===== src/include/laser_supervisor_pkg.sv =====
package laser_supervisor_pkg;
	// Bus map, byte addresses
	localparam logic [7:0] ADDR_STATUS = 8'h00;
	localparam logic [7:0] ADDR_SETPOINT = 8'h04;
	localparam logic [7:0] ADDR_LIMIT = 8'h08;
	localparam logic [7:0] ADDR_PGAIN = 8'h0C;
	localparam logic [7:0] ADDR_IGAIN = 8'h10;
	localparam logic [7:0] ADDR_ERROR = 8'h14;
	localparam logic [7:0] ADDR_TARGET = 8'h18;
	localparam logic [7:0] ADDR_TEMP = 8'h1C;
	localparam logic [7:0] ADDR_CMD = 8'h20;
	// laser_status_reg fields
	localparam int ST_SW_EN = 0;
	localparam int ST_EXT_SRC = 1;
	localparam int ST_EXT_EN_OPT = 2;
	localparam int ST_DEF_PWRON = 3;
	localparam int ST_ZERO_SCALE = 7;
	localparam int ST_OUT_ON = 8;
	localparam int ST_READY = 9;
	localparam int ST_TEST_DONE = 10;
	// Error register and command fields
	localparam int ERR_OVERTEMP = 0;
	localparam int ERR_SELFTEST = 1;
	localparam int ERR_BELOW_MIN = 2;
	localparam int CMD_LOAD_DEF = 0;
	localparam int CMD_SAVE_DEF = 1;
	// Currents in 0.1 A units
	localparam int CUR_W = 11;
	localparam logic [CUR_W-1:0] CUR_MIN = 11'h032;
	localparam logic [CUR_W-1:0] CUR_MAX = 11'h514;
	localparam logic [CUR_W-1:0] RST_SETPOINT = 11'h032;
	localparam logic [15:0] RST_PGAIN = 16'h00C8;
	localparam logic [15:0] RST_IGAIN = 16'h0064;
	localparam logic [7:0] TEMP_LIMIT_C = 8'h50;
	localparam logic [1:0] RESP_OKAY = 2'h0;
	localparam logic [1:0] RESP_SLVERR = 2'h2;
	// Timing
	localparam longint CLK_HZ = 25000000;
	localparam longint SELFTEST_NOM_S = 5;
	localparam longint SELFTEST_MAX_S = 15;
	localparam int SELFTEST_NOM_CYC = int'(SELFTEST_NOM_S * CLK_HZ);
	localparam int SELFTEST_MAX_CYC = int'(SELFTEST_MAX_S * CLK_HZ);
	localparam int LOOP_DIV = 25;
	localparam int PI_SHIFT = 8;

	typedef struct packed {
		logic sw_enable;
		logic ext_src;
		logic ext_en_opt;
		logic def_pwron;
		logic zero_scale;
		logic [CUR_W-1:0] setpoint;
		logic [CUR_W-1:0] limit;
		logic [15:0] pgain;
		logic [15:0] igain;
	} settings_t;

	localparam settings_t RST_SETTINGS = '{1'b0, 1'b0, 1'b1, 1'b0, 1'b0,
		RST_SETPOINT, CUR_MAX, RST_PGAIN, RST_IGAIN};

	typedef enum logic [1:0] {
		TEST_LOAD = 2'b00,
		TEST_RUN = 2'b01,
		TEST_PASS = 2'b10,
		TEST_FAIL = 2'b11
	} test_state_t;
endpackage : laser_supervisor_pkg


===== src/core/laser_current_control_supervisor.sv =====
// Notes on behaviour
// Setpoints held in 0.1 A steps
// Configurable limit caps every setpoint
// Status bit 1 picks external source
// Source change accepted only while disabled
// Status bit 7 picks zero-based scaling
// Zero-based: below minimum disables output
// External setpoint is 10-bit sample
// Shut down above 80 degrees
// Overtemperature latched into error register
// Enable low-then-high clears latched fault
// Self test gates enabling at power-up
// Ready high after self test passes
// Test nominal 5 s, max 15 s
// Settings kept, or defaults at power-up
// Host attach leaves settings untouched
// Enable input high turns output on
// Any error disables output, drops ready; below-minimum disables output but leaves ready high
// Serial link disables hand-held port
// PI loop with adjustable gains
// Gain defaults 200 and 100
// Software enable when external option off
// Ready low during test or fault
// Clamp after selection and scaling
//
// The implementer's own choices: register access over AXI4-Lite and the placing of the registers.
`timescale 1ns/1ns
`default_nettype none
module laser_current_control_supervisor
	import laser_supervisor_pkg::*;
#(
	parameter int SELFTEST_NOM = SELFTEST_NOM_CYC,
	parameter int SELFTEST_MAX = SELFTEST_MAX_CYC
) (
	input wire logic i_ref_clk,
	input wire logic i_reset,
	input wire logic [7:0] i_awaddr,
	input wire logic i_awvalid,
	output logic o_awready,
	input wire logic [31:0] i_wdata,
	input wire logic [3:0] i_wstrb,
	input wire logic i_wvalid,
	output logic o_wready,
	output logic [1:0] o_bresp,
	output logic o_bvalid,
	input wire logic i_bready,
	input wire logic [7:0] i_araddr,
	input wire logic i_arvalid,
	output logic o_arready,
	output logic [31:0] o_rdata,
	output logic [1:0] o_rresp,
	output logic o_rvalid,
	input wire logic i_rready,
	input wire logic i_enable,
	input wire logic [9:0] i_ext_sample,
	input wire logic [7:0] i_board_temp,
	input wire logic [CUR_W-1:0] i_meas_current,
	input wire logic i_safety_ok,
	input wire logic i_serial_link,
	input wire settings_t i_nv_last,
	input wire settings_t i_nv_defaults,
	output settings_t o_nv_last,
	output logic o_nv_save_defaults,
	output logic o_handheld_en,
	output logic o_output_en,
	output logic o_driver_ready,
	output logic [15:0] o_drive
);
	initial begin
		if (SELFTEST_NOM < 1 || SELFTEST_MAX < SELFTEST_NOM) begin
			$error("self test counts out of range");
		end
	end

	function automatic logic [CUR_W-1:0] scale_fn(input logic [9:0] sample,
			input logic [CUR_W-1:0] span);
		logic [20:0] p;
		logic [21:0] q;
		p = 21'(sample) * 21'(span);
		// Close to p/1023; full scale reaches one step below the whole span
		q = 22'(p) + 22'(p >> 10);
		return CUR_W'(q >> 10);
	endfunction : scale_fn

	function automatic logic [31:0] merge_fn(input logic [31:0] old_v,
			input logic [31:0] new_v, input logic [3:0] strb);
		logic [31:0] r;
		r = old_v;
		for (int i = 0; i < 4; i++) begin
			if (strb[i]) r[i*8 +: 8] = new_v[i*8 +: 8];
		end
		return r;
	endfunction : merge_fn

	settings_t set_q;
	test_state_t test_q;
	logic [31:0] test_cnt_q, w_data_q, rdata_q, wr_old, wr_val, rd_val;
	logic overtemp_q, seen_low_q, out_en_q, aw_have_q, w_have_q, bvalid_q, rvalid_q;
	logic save_q, handheld_q, tick, wr_go, rd_ok, wr_ok, req, hot, ready, below_min;
	logic [7:0] aw_addr_q;
	logic [3:0] w_strb_q;
	logic [1:0] bresp_q, rresp_q;
	logic [4:0] div_q;
	logic signed [31:0] integ_q;
	logic [15:0] drive_q;
	logic [CUR_W-1:0] target_q, ext_cur, sel_cur, base, span, wr_cur;

	assign req = set_q.ext_en_opt ? i_enable : set_q.sw_enable;
	assign hot = i_board_temp > TEMP_LIMIT_C;
	assign ready = (test_q == TEST_PASS) && !overtemp_q;

	// External setpoint scaling and clamp
	always_comb begin
		base = set_q.zero_scale ? '0 : CUR_MIN;
		span = (set_q.limit > base) ? set_q.limit - base : '0;
		ext_cur = CUR_W'(base + scale_fn(i_ext_sample, span));
		below_min = set_q.ext_src && set_q.zero_scale && (ext_cur < CUR_MIN);
		sel_cur = set_q.ext_src ? ext_cur : set_q.setpoint;
		if (sel_cur > set_q.limit) sel_cur = set_q.limit;
	end

	// Power-up load and self test
	always_ff @(posedge i_ref_clk or posedge i_reset) begin
		if (i_reset) begin
			test_q <= TEST_LOAD;
			test_cnt_q <= '0;
		end else begin
			unique case (test_q)
				TEST_LOAD: test_q <= TEST_RUN;
				TEST_RUN: begin
					test_cnt_q <= test_cnt_q + 32'h00000001;
					// Pass at the nominal mark; a failing check may still recover late
					if (test_cnt_q >= 32'(SELFTEST_NOM - 1) && i_safety_ok) begin
						test_q <= TEST_PASS;
					end else if (test_cnt_q >= 32'(SELFTEST_MAX - 1)) begin
						test_q <= TEST_FAIL;
					end
				end
				TEST_PASS, TEST_FAIL: test_q <= test_q;
			endcase
		end
	end

	// Overtemperature latch and toggle clear
	always_ff @(posedge i_ref_clk or posedge i_reset) begin
		if (i_reset) begin
			overtemp_q <= 1'b0;
			seen_low_q <= 1'b0;
		end else if (hot) begin
			overtemp_q <= 1'b1;
			seen_low_q <= 1'b0;
		end else if (overtemp_q) begin
			if (!req) seen_low_q <= 1'b1;
			else if (seen_low_q) begin
				overtemp_q <= 1'b0;
				seen_low_q <= 1'b0;
			end
		end
	end

	// Output gate and clamped target
	always_ff @(posedge i_ref_clk or posedge i_reset) begin
		if (i_reset) begin
			out_en_q <= 1'b0;
			target_q <= '0;
		end else begin
			out_en_q <= ready && req && !hot && !below_min;
			target_q <= sel_cur;
		end
	end

	// Control loop update rate
	assign tick = (div_q == 5'(LOOP_DIV - 1));
	always_ff @(posedge i_ref_clk or posedge i_reset) begin
		if (i_reset) begin
			div_q <= '0;
		end else begin
			div_q <= tick ? '0 : div_q + 5'h01;
		end
	end

	// PI regulator; integrator cleared while off to avoid a kick on enable
	always_ff @(posedge i_ref_clk or posedge i_reset) begin
		logic signed [12:0] err;
		logic signed [31:0] p_term;
		logic signed [31:0] i_next;
		logic signed [31:0] sum;
		if (i_reset) begin
			integ_q <= '0;
			drive_q <= '0;
		end else if (!out_en_q) begin
			integ_q <= '0;
			drive_q <= '0;
		end else if (tick) begin
			err = $signed({2'b00, target_q}) - $signed({2'b00, i_meas_current});
			p_term = $signed({16'h0000, set_q.pgain}) * 32'(err);
			i_next = integ_q + $signed({16'h0000, set_q.igain}) * 32'(err);
			i_next = (i_next > 32'sh3FFFFFFF) ? 32'sh3FFFFFFF : i_next;
			i_next = (i_next < -32'sh3FFFFFFF) ? -32'sh3FFFFFFF : i_next;
			integ_q <= i_next;
			sum = (p_term >>> 1) + (i_next >>> 1);
			sum = sum >>> (PI_SHIFT - 1);
			drive_q <= (sum < 0) ? 16'h0000 : (sum > 32'sh0000FFFF) ? 16'hFFFF : sum[15:0];
		end
	end

	// AXI4-Lite write channel capture
	assign o_awready = !aw_have_q && !bvalid_q;
	assign o_wready = !w_have_q && !bvalid_q;
	assign wr_go = aw_have_q && w_have_q && !bvalid_q;
	always_ff @(posedge i_ref_clk or posedge i_reset) begin
		if (i_reset) begin
			aw_have_q <= 1'b0;
			w_have_q <= 1'b0;
			aw_addr_q <= '0;
			w_data_q <= '0;
			w_strb_q <= '0;
			bvalid_q <= 1'b0;
			bresp_q <= RESP_OKAY;
		end else begin
			if (i_awvalid && o_awready) begin
				aw_have_q <= 1'b1;
				aw_addr_q <= i_awaddr;
			end
			if (i_wvalid && o_wready) begin
				w_have_q <= 1'b1;
				w_data_q <= i_wdata;
				w_strb_q <= i_wstrb;
			end
			if (wr_go) begin
				aw_have_q <= 1'b0;
				w_have_q <= 1'b0;
				bvalid_q <= 1'b1;
				bresp_q <= wr_ok ? RESP_OKAY : RESP_SLVERR;
			end else if (bvalid_q && i_bready) begin
				bvalid_q <= 1'b0;
			end
		end
	end

	always_comb begin
		wr_ok = 1'b1;
		wr_old = '0;
		unique case (aw_addr_q)
			ADDR_STATUS: begin
				wr_old[ST_SW_EN] = set_q.sw_enable;
				wr_old[ST_EXT_SRC] = set_q.ext_src;
				wr_old[ST_EXT_EN_OPT] = set_q.ext_en_opt;
				wr_old[ST_DEF_PWRON] = set_q.def_pwron;
				wr_old[ST_ZERO_SCALE] = set_q.zero_scale;
			end
			ADDR_SETPOINT: wr_old = 32'(set_q.setpoint);
			ADDR_LIMIT: wr_old = 32'(set_q.limit);
			ADDR_PGAIN: wr_old = 32'(set_q.pgain);
			ADDR_IGAIN: wr_old = 32'(set_q.igain);
			ADDR_CMD: wr_old = '0;
			default: wr_ok = 1'b0;
		endcase
		wr_val = merge_fn(wr_old, w_data_q, w_strb_q);
		wr_cur = (wr_val[31:CUR_W] != '0 || wr_val[CUR_W-1:0] > CUR_MAX) ?
			CUR_MAX : wr_val[CUR_W-1:0];
	end

	// Settings; link attach events never touch them
	always_ff @(posedge i_ref_clk or posedge i_reset) begin
		if (i_reset) begin
			set_q <= RST_SETTINGS;
			save_q <= 1'b0;
		end else begin
			save_q <= 1'b0;
			if (test_q == TEST_LOAD) begin
				set_q <= i_nv_last.def_pwron ? i_nv_defaults : i_nv_last;
				set_q.sw_enable <= 1'b0;
			end else if (wr_go && wr_ok) begin
				unique case (aw_addr_q)
					ADDR_STATUS: begin
						set_q.sw_enable <= wr_val[ST_SW_EN];
						if (!out_en_q) set_q.ext_src <= wr_val[ST_EXT_SRC];
						set_q.ext_en_opt <= wr_val[ST_EXT_EN_OPT];
						set_q.def_pwron <= wr_val[ST_DEF_PWRON];
						set_q.zero_scale <= wr_val[ST_ZERO_SCALE];
					end
					ADDR_SETPOINT: set_q.setpoint <= wr_cur;
					ADDR_LIMIT: set_q.limit <= wr_cur;
					ADDR_PGAIN: set_q.pgain <= wr_val[15:0];
					ADDR_IGAIN: set_q.igain <= wr_val[15:0];
					ADDR_CMD: begin
						// Loading defaults forces a fresh software enable
						if (wr_val[CMD_LOAD_DEF]) begin
							set_q <= i_nv_defaults;
							set_q.sw_enable <= 1'b0;
							// Source stays put while the output may still be on
							if (out_en_q) set_q.ext_src <= set_q.ext_src;
						end
						save_q <= wr_val[CMD_SAVE_DEF];
					end
					default: set_q <= set_q;
				endcase
			end
		end
	end

	// AXI4-Lite read channel
	always_comb begin
		rd_ok = 1'b1;
		rd_val = '0;
		unique case (i_araddr)
			ADDR_STATUS: begin
				rd_val[ST_SW_EN] = set_q.sw_enable;
				rd_val[ST_EXT_SRC] = set_q.ext_src;
				rd_val[ST_EXT_EN_OPT] = set_q.ext_en_opt;
				rd_val[ST_DEF_PWRON] = set_q.def_pwron;
				rd_val[ST_ZERO_SCALE] = set_q.zero_scale;
				rd_val[ST_OUT_ON] = out_en_q;
				rd_val[ST_READY] = ready;
				rd_val[ST_TEST_DONE] = test_q[1];
			end
			ADDR_SETPOINT: rd_val = 32'(set_q.setpoint);
			ADDR_LIMIT: rd_val = 32'(set_q.limit);
			ADDR_PGAIN: rd_val = 32'(set_q.pgain);
			ADDR_IGAIN: rd_val = 32'(set_q.igain);
			ADDR_ERROR: begin
				rd_val[ERR_OVERTEMP] = overtemp_q;
				rd_val[ERR_SELFTEST] = (test_q == TEST_FAIL);
				rd_val[ERR_BELOW_MIN] = below_min;
			end
			ADDR_TARGET: rd_val = 32'(target_q);
			ADDR_TEMP: rd_val = 32'(i_board_temp);
			ADDR_CMD: rd_val = '0;
			default: rd_ok = 1'b0;
		endcase
	end

	assign o_arready = !rvalid_q;
	always_ff @(posedge i_ref_clk or posedge i_reset) begin
		if (i_reset) begin
			rvalid_q <= 1'b0;
			rdata_q <= '0;
			rresp_q <= RESP_OKAY;
		end else if (i_arvalid && o_arready) begin
			rvalid_q <= 1'b1;
			rdata_q <= rd_val;
			rresp_q <= rd_ok ? RESP_OKAY : RESP_SLVERR;
		end else if (rvalid_q && i_rready) begin
			rvalid_q <= 1'b0;
		end
	end

	// Hand-held port gate
	always_ff @(posedge i_ref_clk or posedge i_reset) begin
		if (i_reset) begin
			handheld_q <= 1'b1;
		end else begin
			handheld_q <= !i_serial_link;
		end
	end

	assign o_bvalid = bvalid_q;
	assign o_bresp = bresp_q;
	assign o_rvalid = rvalid_q;
	assign o_rdata = rdata_q;
	assign o_rresp = rresp_q;
	assign o_nv_last = set_q;
	assign o_nv_save_defaults = save_q;
	assign o_handheld_en = handheld_q;
	assign o_output_en = out_en_q;
	assign o_driver_ready = ready;
	assign o_drive = drive_q;
endmodule : laser_current_control_supervisor
`default_nettype wire


===== config.mk =====
export PLATFORM = sky130hd
export DESIGN_NAME = laser_current_control_supervisor
export DESIGN_NICKNAME = d
export VERILOG_FILES = /design/src/include/laser_supervisor_pkg.sv /design/src/core/laser_current_control_supervisor.sv
export SDC_FILE = /design/constraint.sdc
export NUM_CORES = 2
export LEC_CHECK = 0
export ABC_AREA = 1
export BUFFER_PORTS_ARGS = -buffer_cell sky130_fd_sc_hd__buf_2
export CAP_MARGIN = 10
export CORE_MARGIN = 8
export CORE_UTILIZATION = 40
export DETAILED_ROUTE_END_ITERATION = 10
export PLACE_DENSITY = 0.65
export SYNTH_ARGS = -nofsm -noshare
export SYNTH_HDL_FRONTEND = slang
export SYNTH_SLANG_ARGS = --single-unit

===== constraint.sdc =====
create_clock -name i_ref_clk -period 10.62 [get_ports i_ref_clk]
set_input_delay 2.124 -clock i_ref_clk [delete_from_list [all_inputs] [get_ports i_ref_clk]]
set_output_delay 2.124 -clock i_ref_clk [all_outputs]
set_load 0.03 [all_outputs]

=== Yosys cells after proc, flatten, opt, wreduce, memory -nomap -nowiden ===
Index checks and enable logic that the tools add are counted.

* Output and inout port bits: 120
* Register bits: 246

* $add $sub $neg: 8
* Reductions and logical operators: 51
* Equality and inequality tests: 22
* $lt $le $gt $ge: 11
* Muxes and demuxes: 64
* Multipliers: 3
* Bitwise logic cells: 1

{| class="wikitable"
|+ Operators with widths
! operator !! count
|-
| $mux W59 || 3
|-
| $mux W32 || 4
|-
| $mux W16 || 4
|-
| $pmux W16 S2 || 2
|-
| $mul A17 B12 Y29 || 2
|-
| $mux W58 || 1
|-
| $mux W11 || 4
|-
| $pmux W11 S2 || 2
|-
| $eq A8 B5 Y1 const B || 5
|-
| $add A28 B31 Y32 || 1
|-
| $add A32 B1 Y32 const B || 1
|-
| $add A32 B29 Y32 || 1
|-
| $eq A8 B4 Y1 const B || 4
|-
| $ge A32 B27 Y1 const B || 1
|-
| $ge A32 B29 Y1 const B || 1
|-
| $gt A32 B31 Y1 const B || 1
|-
| $lt A32 B31 Y1 const B || 1
|-
| $mux W8 || 4
|-
| $pmux W8 S4 || 1
|-
| $pmux W4 S7 || 1
|-
| $gt A25 B17 Y1 const B || 1
|-
| $lt A25 B1 Y1 const B || 1
|-
| $pmux W3 S8 || 1
|-
| $mux W1 || 23
|-
| 43 further kinds || 90
|}

=== Depth between registers and ports, before layout ===
* Depth in word-level cells: 13
* Gate-level depth with buffers: 73
* Depth with buffers taken out: 72

=== Least setup slack after synthesis ===
OpenSTA, ideal clock, no wires.

* Path type: input to register
* Start point: input port i_meas_current[0]
* End point: register drive_q[0], in the netlist o_drive[0]
* Setup time: 0.117 ns
* Buffers on the path: 3
* Slack: -1.913 ns
* Stages on the path: 67
* Arrival time: 12.416 ns
* Cell sequence: ha_1 > inv_1 > fa_1 > a21oi_1 > o21bai_1 > nand2_1 > nand2_1 > a21oi_1 > or2_1 > nand2_1 > a21oi_1 > or2_1 > nand2_1 > a21oi_1 > or2_0 > nand2_1 > inv_2 > clkbuf_1 > [... 31 more ...] > nor2_1 > ha_1 > a21oi_1 > inv_1 > a31oi_1 > o21ai_0 > a21oi_1 > nand2_1 > nand2_1 > nand2_1 > xnor2_1 > nand3_1 > nor2_1 > nand2_4 > nand2_4 > nand2_1 > nand2_1 > nand2_1

* Word-level cells in the longest chain between the ends: 13

{| class="wikitable"
|+ RTL lines
! element !! RTL line !! RTL
|-
| from (decl) || laser_current_control_supervisor.sv:57 || <nowiki>input wire logic [CUR_W-1:0] i_meas_current,</nowiki>
|-
| $sub A11 B11 Y12 (*) || laser_current_control_supervisor.sv:195 || <nowiki>err = $signed({2'b00, target_q}) - $signed({2'b00, i_meas_current});</nowiki>
|-
| $mul A17 B12 Y29 || laser_current_control_supervisor.sv:197 || <nowiki>i_next = integ_q + $signed({16'h0000, set_q.igain}) * 32'(err);</nowiki>
|-
| $add A32 B29 Y32 || laser_current_control_supervisor.sv:197 ||
|-
| $gt A32 B31 Y1 || laser_current_control_supervisor.sv:198 || <nowiki>i_next = (i_next > 32'sh3FFFFFFF) ? 32'sh3FFFFFFF : i_next;</nowiki>
|-
| $mux W32 || laser_current_control_supervisor.sv:198 ||
|-
| $lt A32 B31 Y1 || laser_current_control_supervisor.sv:199 || <nowiki>i_next = (i_next < -32'sh3FFFFFFF) ? -32'sh3FFFFFFF : i_next;</nowiki>
|-
| $mux W32 || laser_current_control_supervisor.sv:199 ||
|-
| $add A28 B31 Y32 (*) || laser_current_control_supervisor.sv:201 || <nowiki>sum = (p_term >>> 1) + (i_next >>> 1);</nowiki>
|-
| $gt A25 B17 Y1 || laser_current_control_supervisor.sv:203 || <nowiki>drive_q <= (sum < 0) ? 16'h0000 : (sum > 32'sh0000FFFF) ? 16'hFFFF : sum[15:0];</nowiki>
|-
| $mux W16 || laser_current_control_supervisor.sv:203 ||
|-
| $mux W16 (*) || laser_current_control_supervisor.sv:203 ||
|-
| $mux W16 (*) || laser_current_control_supervisor.sv:194 || <nowiki>end else if (tick) begin</nowiki>
|-
| $mux W16 (*) || laser_current_control_supervisor.sv:191 || <nowiki>end else if (!out_en_q) begin</nowiki>
|-
| to (signal assigned) || laser_current_control_supervisor.sv:203 ||
|-
| to (decl) || laser_current_control_supervisor.sv:105 || <nowiki>logic [15:0] drive_q;</nowiki>
|}

Every way passes the cells marked *; elsewhere a longest branch is shown, timed or not. The select of a mux whose other input is x is not followed.
A chain may end at the register's enable or synchronous reset.

=== Worst setup path in the final report ===
* Start point: input port i_meas_current[0]
* End point: register drive_q[1], in the netlist o_drive[1]

Same word-level chain as after synthesis.

==> out/metrics.cfg <==
[status]
status=complete, but fails checks
violations=negative setup slack

[floorplan]
die_w_um=303
fp-row-count=105
start_util_pct=40.3
io_pins=329
fp.dieArea_mm2=0.0918
die_h_um=303
core-area_mm2=0.0818

[timing]
rsz0062_at_grt=true
min_period_over_period_pct=111
setup_tns_ps=-17460
slew_headroom_pct=24.4
setup_violations=16
fin_crit_ps=11750
tightest_slew_ps=1130
clock.fmax_mhz=85.1
finalMaxSlewViolations=0
fin_worst_skew_ps=32.7
hold_viol=0
finalWorstSetupSlack_ps=-1130

[global_routing]
grt_pass1_wl_um=181000
antenna_found_initial=9
grt_max_degree=104
grt-ovfl-total=0
grt_usage_pct=25.4
grt_pass1_vias=31600

[place]
io_buffer_count=308
dp_cells=6024
gp_congestion=0.975
hpwl_um=99900

[route]
viasPerCell=5.17
dr.pass1.iters=8
drt_iter0_markers=2349
final_antenna_net_count=0
drc=0
num_vias=31700
drt-wirelength-per-cell_um=19.4
drt_wl_total_um=119000

[critical_path]
cp_num_buf_inv=13
cp_max_fo=7
crit_type=in -> reg
cp_top_family=adder cells
cp.required_ps=11090
cp-endpoint=o_drive[1]
worstPathArrival_ps=12220
cp-end-kind=flip-flop
r2r-end=o_drive[1]
reg2reg_slack_ps=-10
cp_slowest_cell=fa_1
cp-start-kind=primary input
startpoint=i_meas_current[0]
r2r_cells=64
reg2reg_from=target_q[0]
max_stage_delay_ps=540
worst-path-stages=67
crit_top_cell=nand2_1

[clocking]
cts_root_buffer=clkbuf_16
numCtsBuffers=28
clkLatencyLatePin_ps=610
clk_path_buf_depth=3
clk_pin_slew_ps=60
h-tree-depth=1
clkSinkCount=228
cts_tree=done

[layout]
drive_gt1_share_pct=22.6
syn2layout_area_growth_pct=24.5
multi_input_area_mm2=0.0248
nets=5935
instances_no_fill=6122
fillers=7875
final-seq-area_mm2=0.00573

[synth]
ys_warn_count=0
synth_cell_type_count=68
async_reset_ff_share_pct=100
synth-edff-count=0
synth-seq-area-share_pct=17.4
yosys.area.top_type=fa_1
ys.flop_type=dfrtp_1
synth_area_mm2=0.0330
syn_inst=4357
synth_area_leaders=fa_1 23%, dfrtp_1 16%, ha_1 12%
synth_top_area_share_pct=23.0
yosys-top-cells-count=1045 x nand2_1, 784 x inv_1, 440 x nor2_1, 379 x fa_1, 320 x ha_1
synth.avg_cell_area_um2=7.56
yosysMostFrequentCell=nand2_1
ys_ff_latch=228

[worst_hold_path]
hp-class=reg -> reg
hp-start=test_cnt_q[31]
min_path_cells=1

[job]
maxCapViolations=0

## layout by cell type (no fill, tap or decap), types with 22 or more instances in the layout
| cell | n |
|---|---|
| a21oi_1 | 130 |
| a21oi_2 | 41 |
| buf_2 | 307 |
| buf_4 | 437 |
| clkbuf_16 | 28 |
| dfrtp_1 | 212 |
| fa_1 | 374 |
| ha_1 | 284 |
| ha_4 | 32 |
| inv_1 | 762 |
| mux2_2 | 37 |
| nand2_1 | 1002 |
| nand2_2 | 50 |
| nand3_1 | 82 |
| nand4_1 | 35 |
| nor2_1 | 405 |
| nor2_2 | 30 |
| nor3_1 | 35 |
| o211ai_1 | 22 |
| o21ai_0 | 198 |
| o22ai_1 | 36 |
| xnor2_1 | 46 |
| xor2_1 | 64 |
## layout make-up
class                      count  area share [%]
timing repair buffer         763            12.5
clock buffer                  37            1.94
sequential                   228            14.0
antenna                        3          0.0183
multi-input combinational   3201            60.4
inverter                     805            7.46
tap                         1070            3.26
clock inverter                15           0.418
## state kept, by name, indices dropped and copies added, names as in the netlist, 2 cells and up
name        count
test_cnt_q     32
w_data_q       32
div_q           5
target_q       11
w_strb_q        4
o_drive        16
o_rdata        16
test_q          2
aw_addr_q       8
integ_q        32
o_nv_last      59
## metal layers
metal  track usage [%]  vias up  wire length (um)
li1                  -    15000                 -
met1              33.3    15200             49600
met2              41.3     1243             54100
met3              4.60      245              9450
met4              10.4       10              5840
met5                 0        -                65
## what timing repair did
item,4_1_cts,5_1_grt
gates resized for setup,60,158
hold buffers,0,0
buffers inserted,23,18
pin swaps,67,100
gates cloned,1,1
endpoints found under the hold margin,0,0
endpoints found under the setup margin,19,34
## metrics by stage
step	hold WS, ps	area [um2]	worst slack, ps	utilization [%]
2_1_floorplan	442	33300	-954	-
3_3_place_gp	460	38800	-1850	47.4
3_5_place_dp	457	38800	-2030	47.4
4_1_cts	472	40200	-1010	49.2
5_1_grt	501	41000	-1750	50.1
6_report	474	41000	-1130	50.1
## kinds of logic after synthesis
group	synth area share, %
muxes	1.69
other	0.0114
xor gates and xnor gates	3.08
adders and majority gates	35.2
buffers and inverters	11.0
DFF	17.4
AOI/OAI and AO/OA	10.3
and+or+nand+nor	21.4
## worst min path at each step
stage	end	slack [ps]
final	test_cnt_q[31]	470
after global routing	test_cnt_q[5]	500
after CTS	test_cnt_q[31]	470
after detailed placement	test_cnt_q[31]	460
after global placement	test_cnt_q[31]	460
after floorplan	test_cnt_q[31]	440
## worst reg2reg max path: cells and delay by family, from the launching register on
kind	cells	cell delay, ps
and+or+nand+nor	32	3330
AOI/OAI and AO/OA	10	1520
buffers and inverters	10	1120
adders and majority gates	11	3990
xor gates and xnor gates	1	210
DFF	1	350
Power is left out: the tool's default activity adds up to more than one toggle a clock period on the data nets, which glitch-free logic cannot reach.
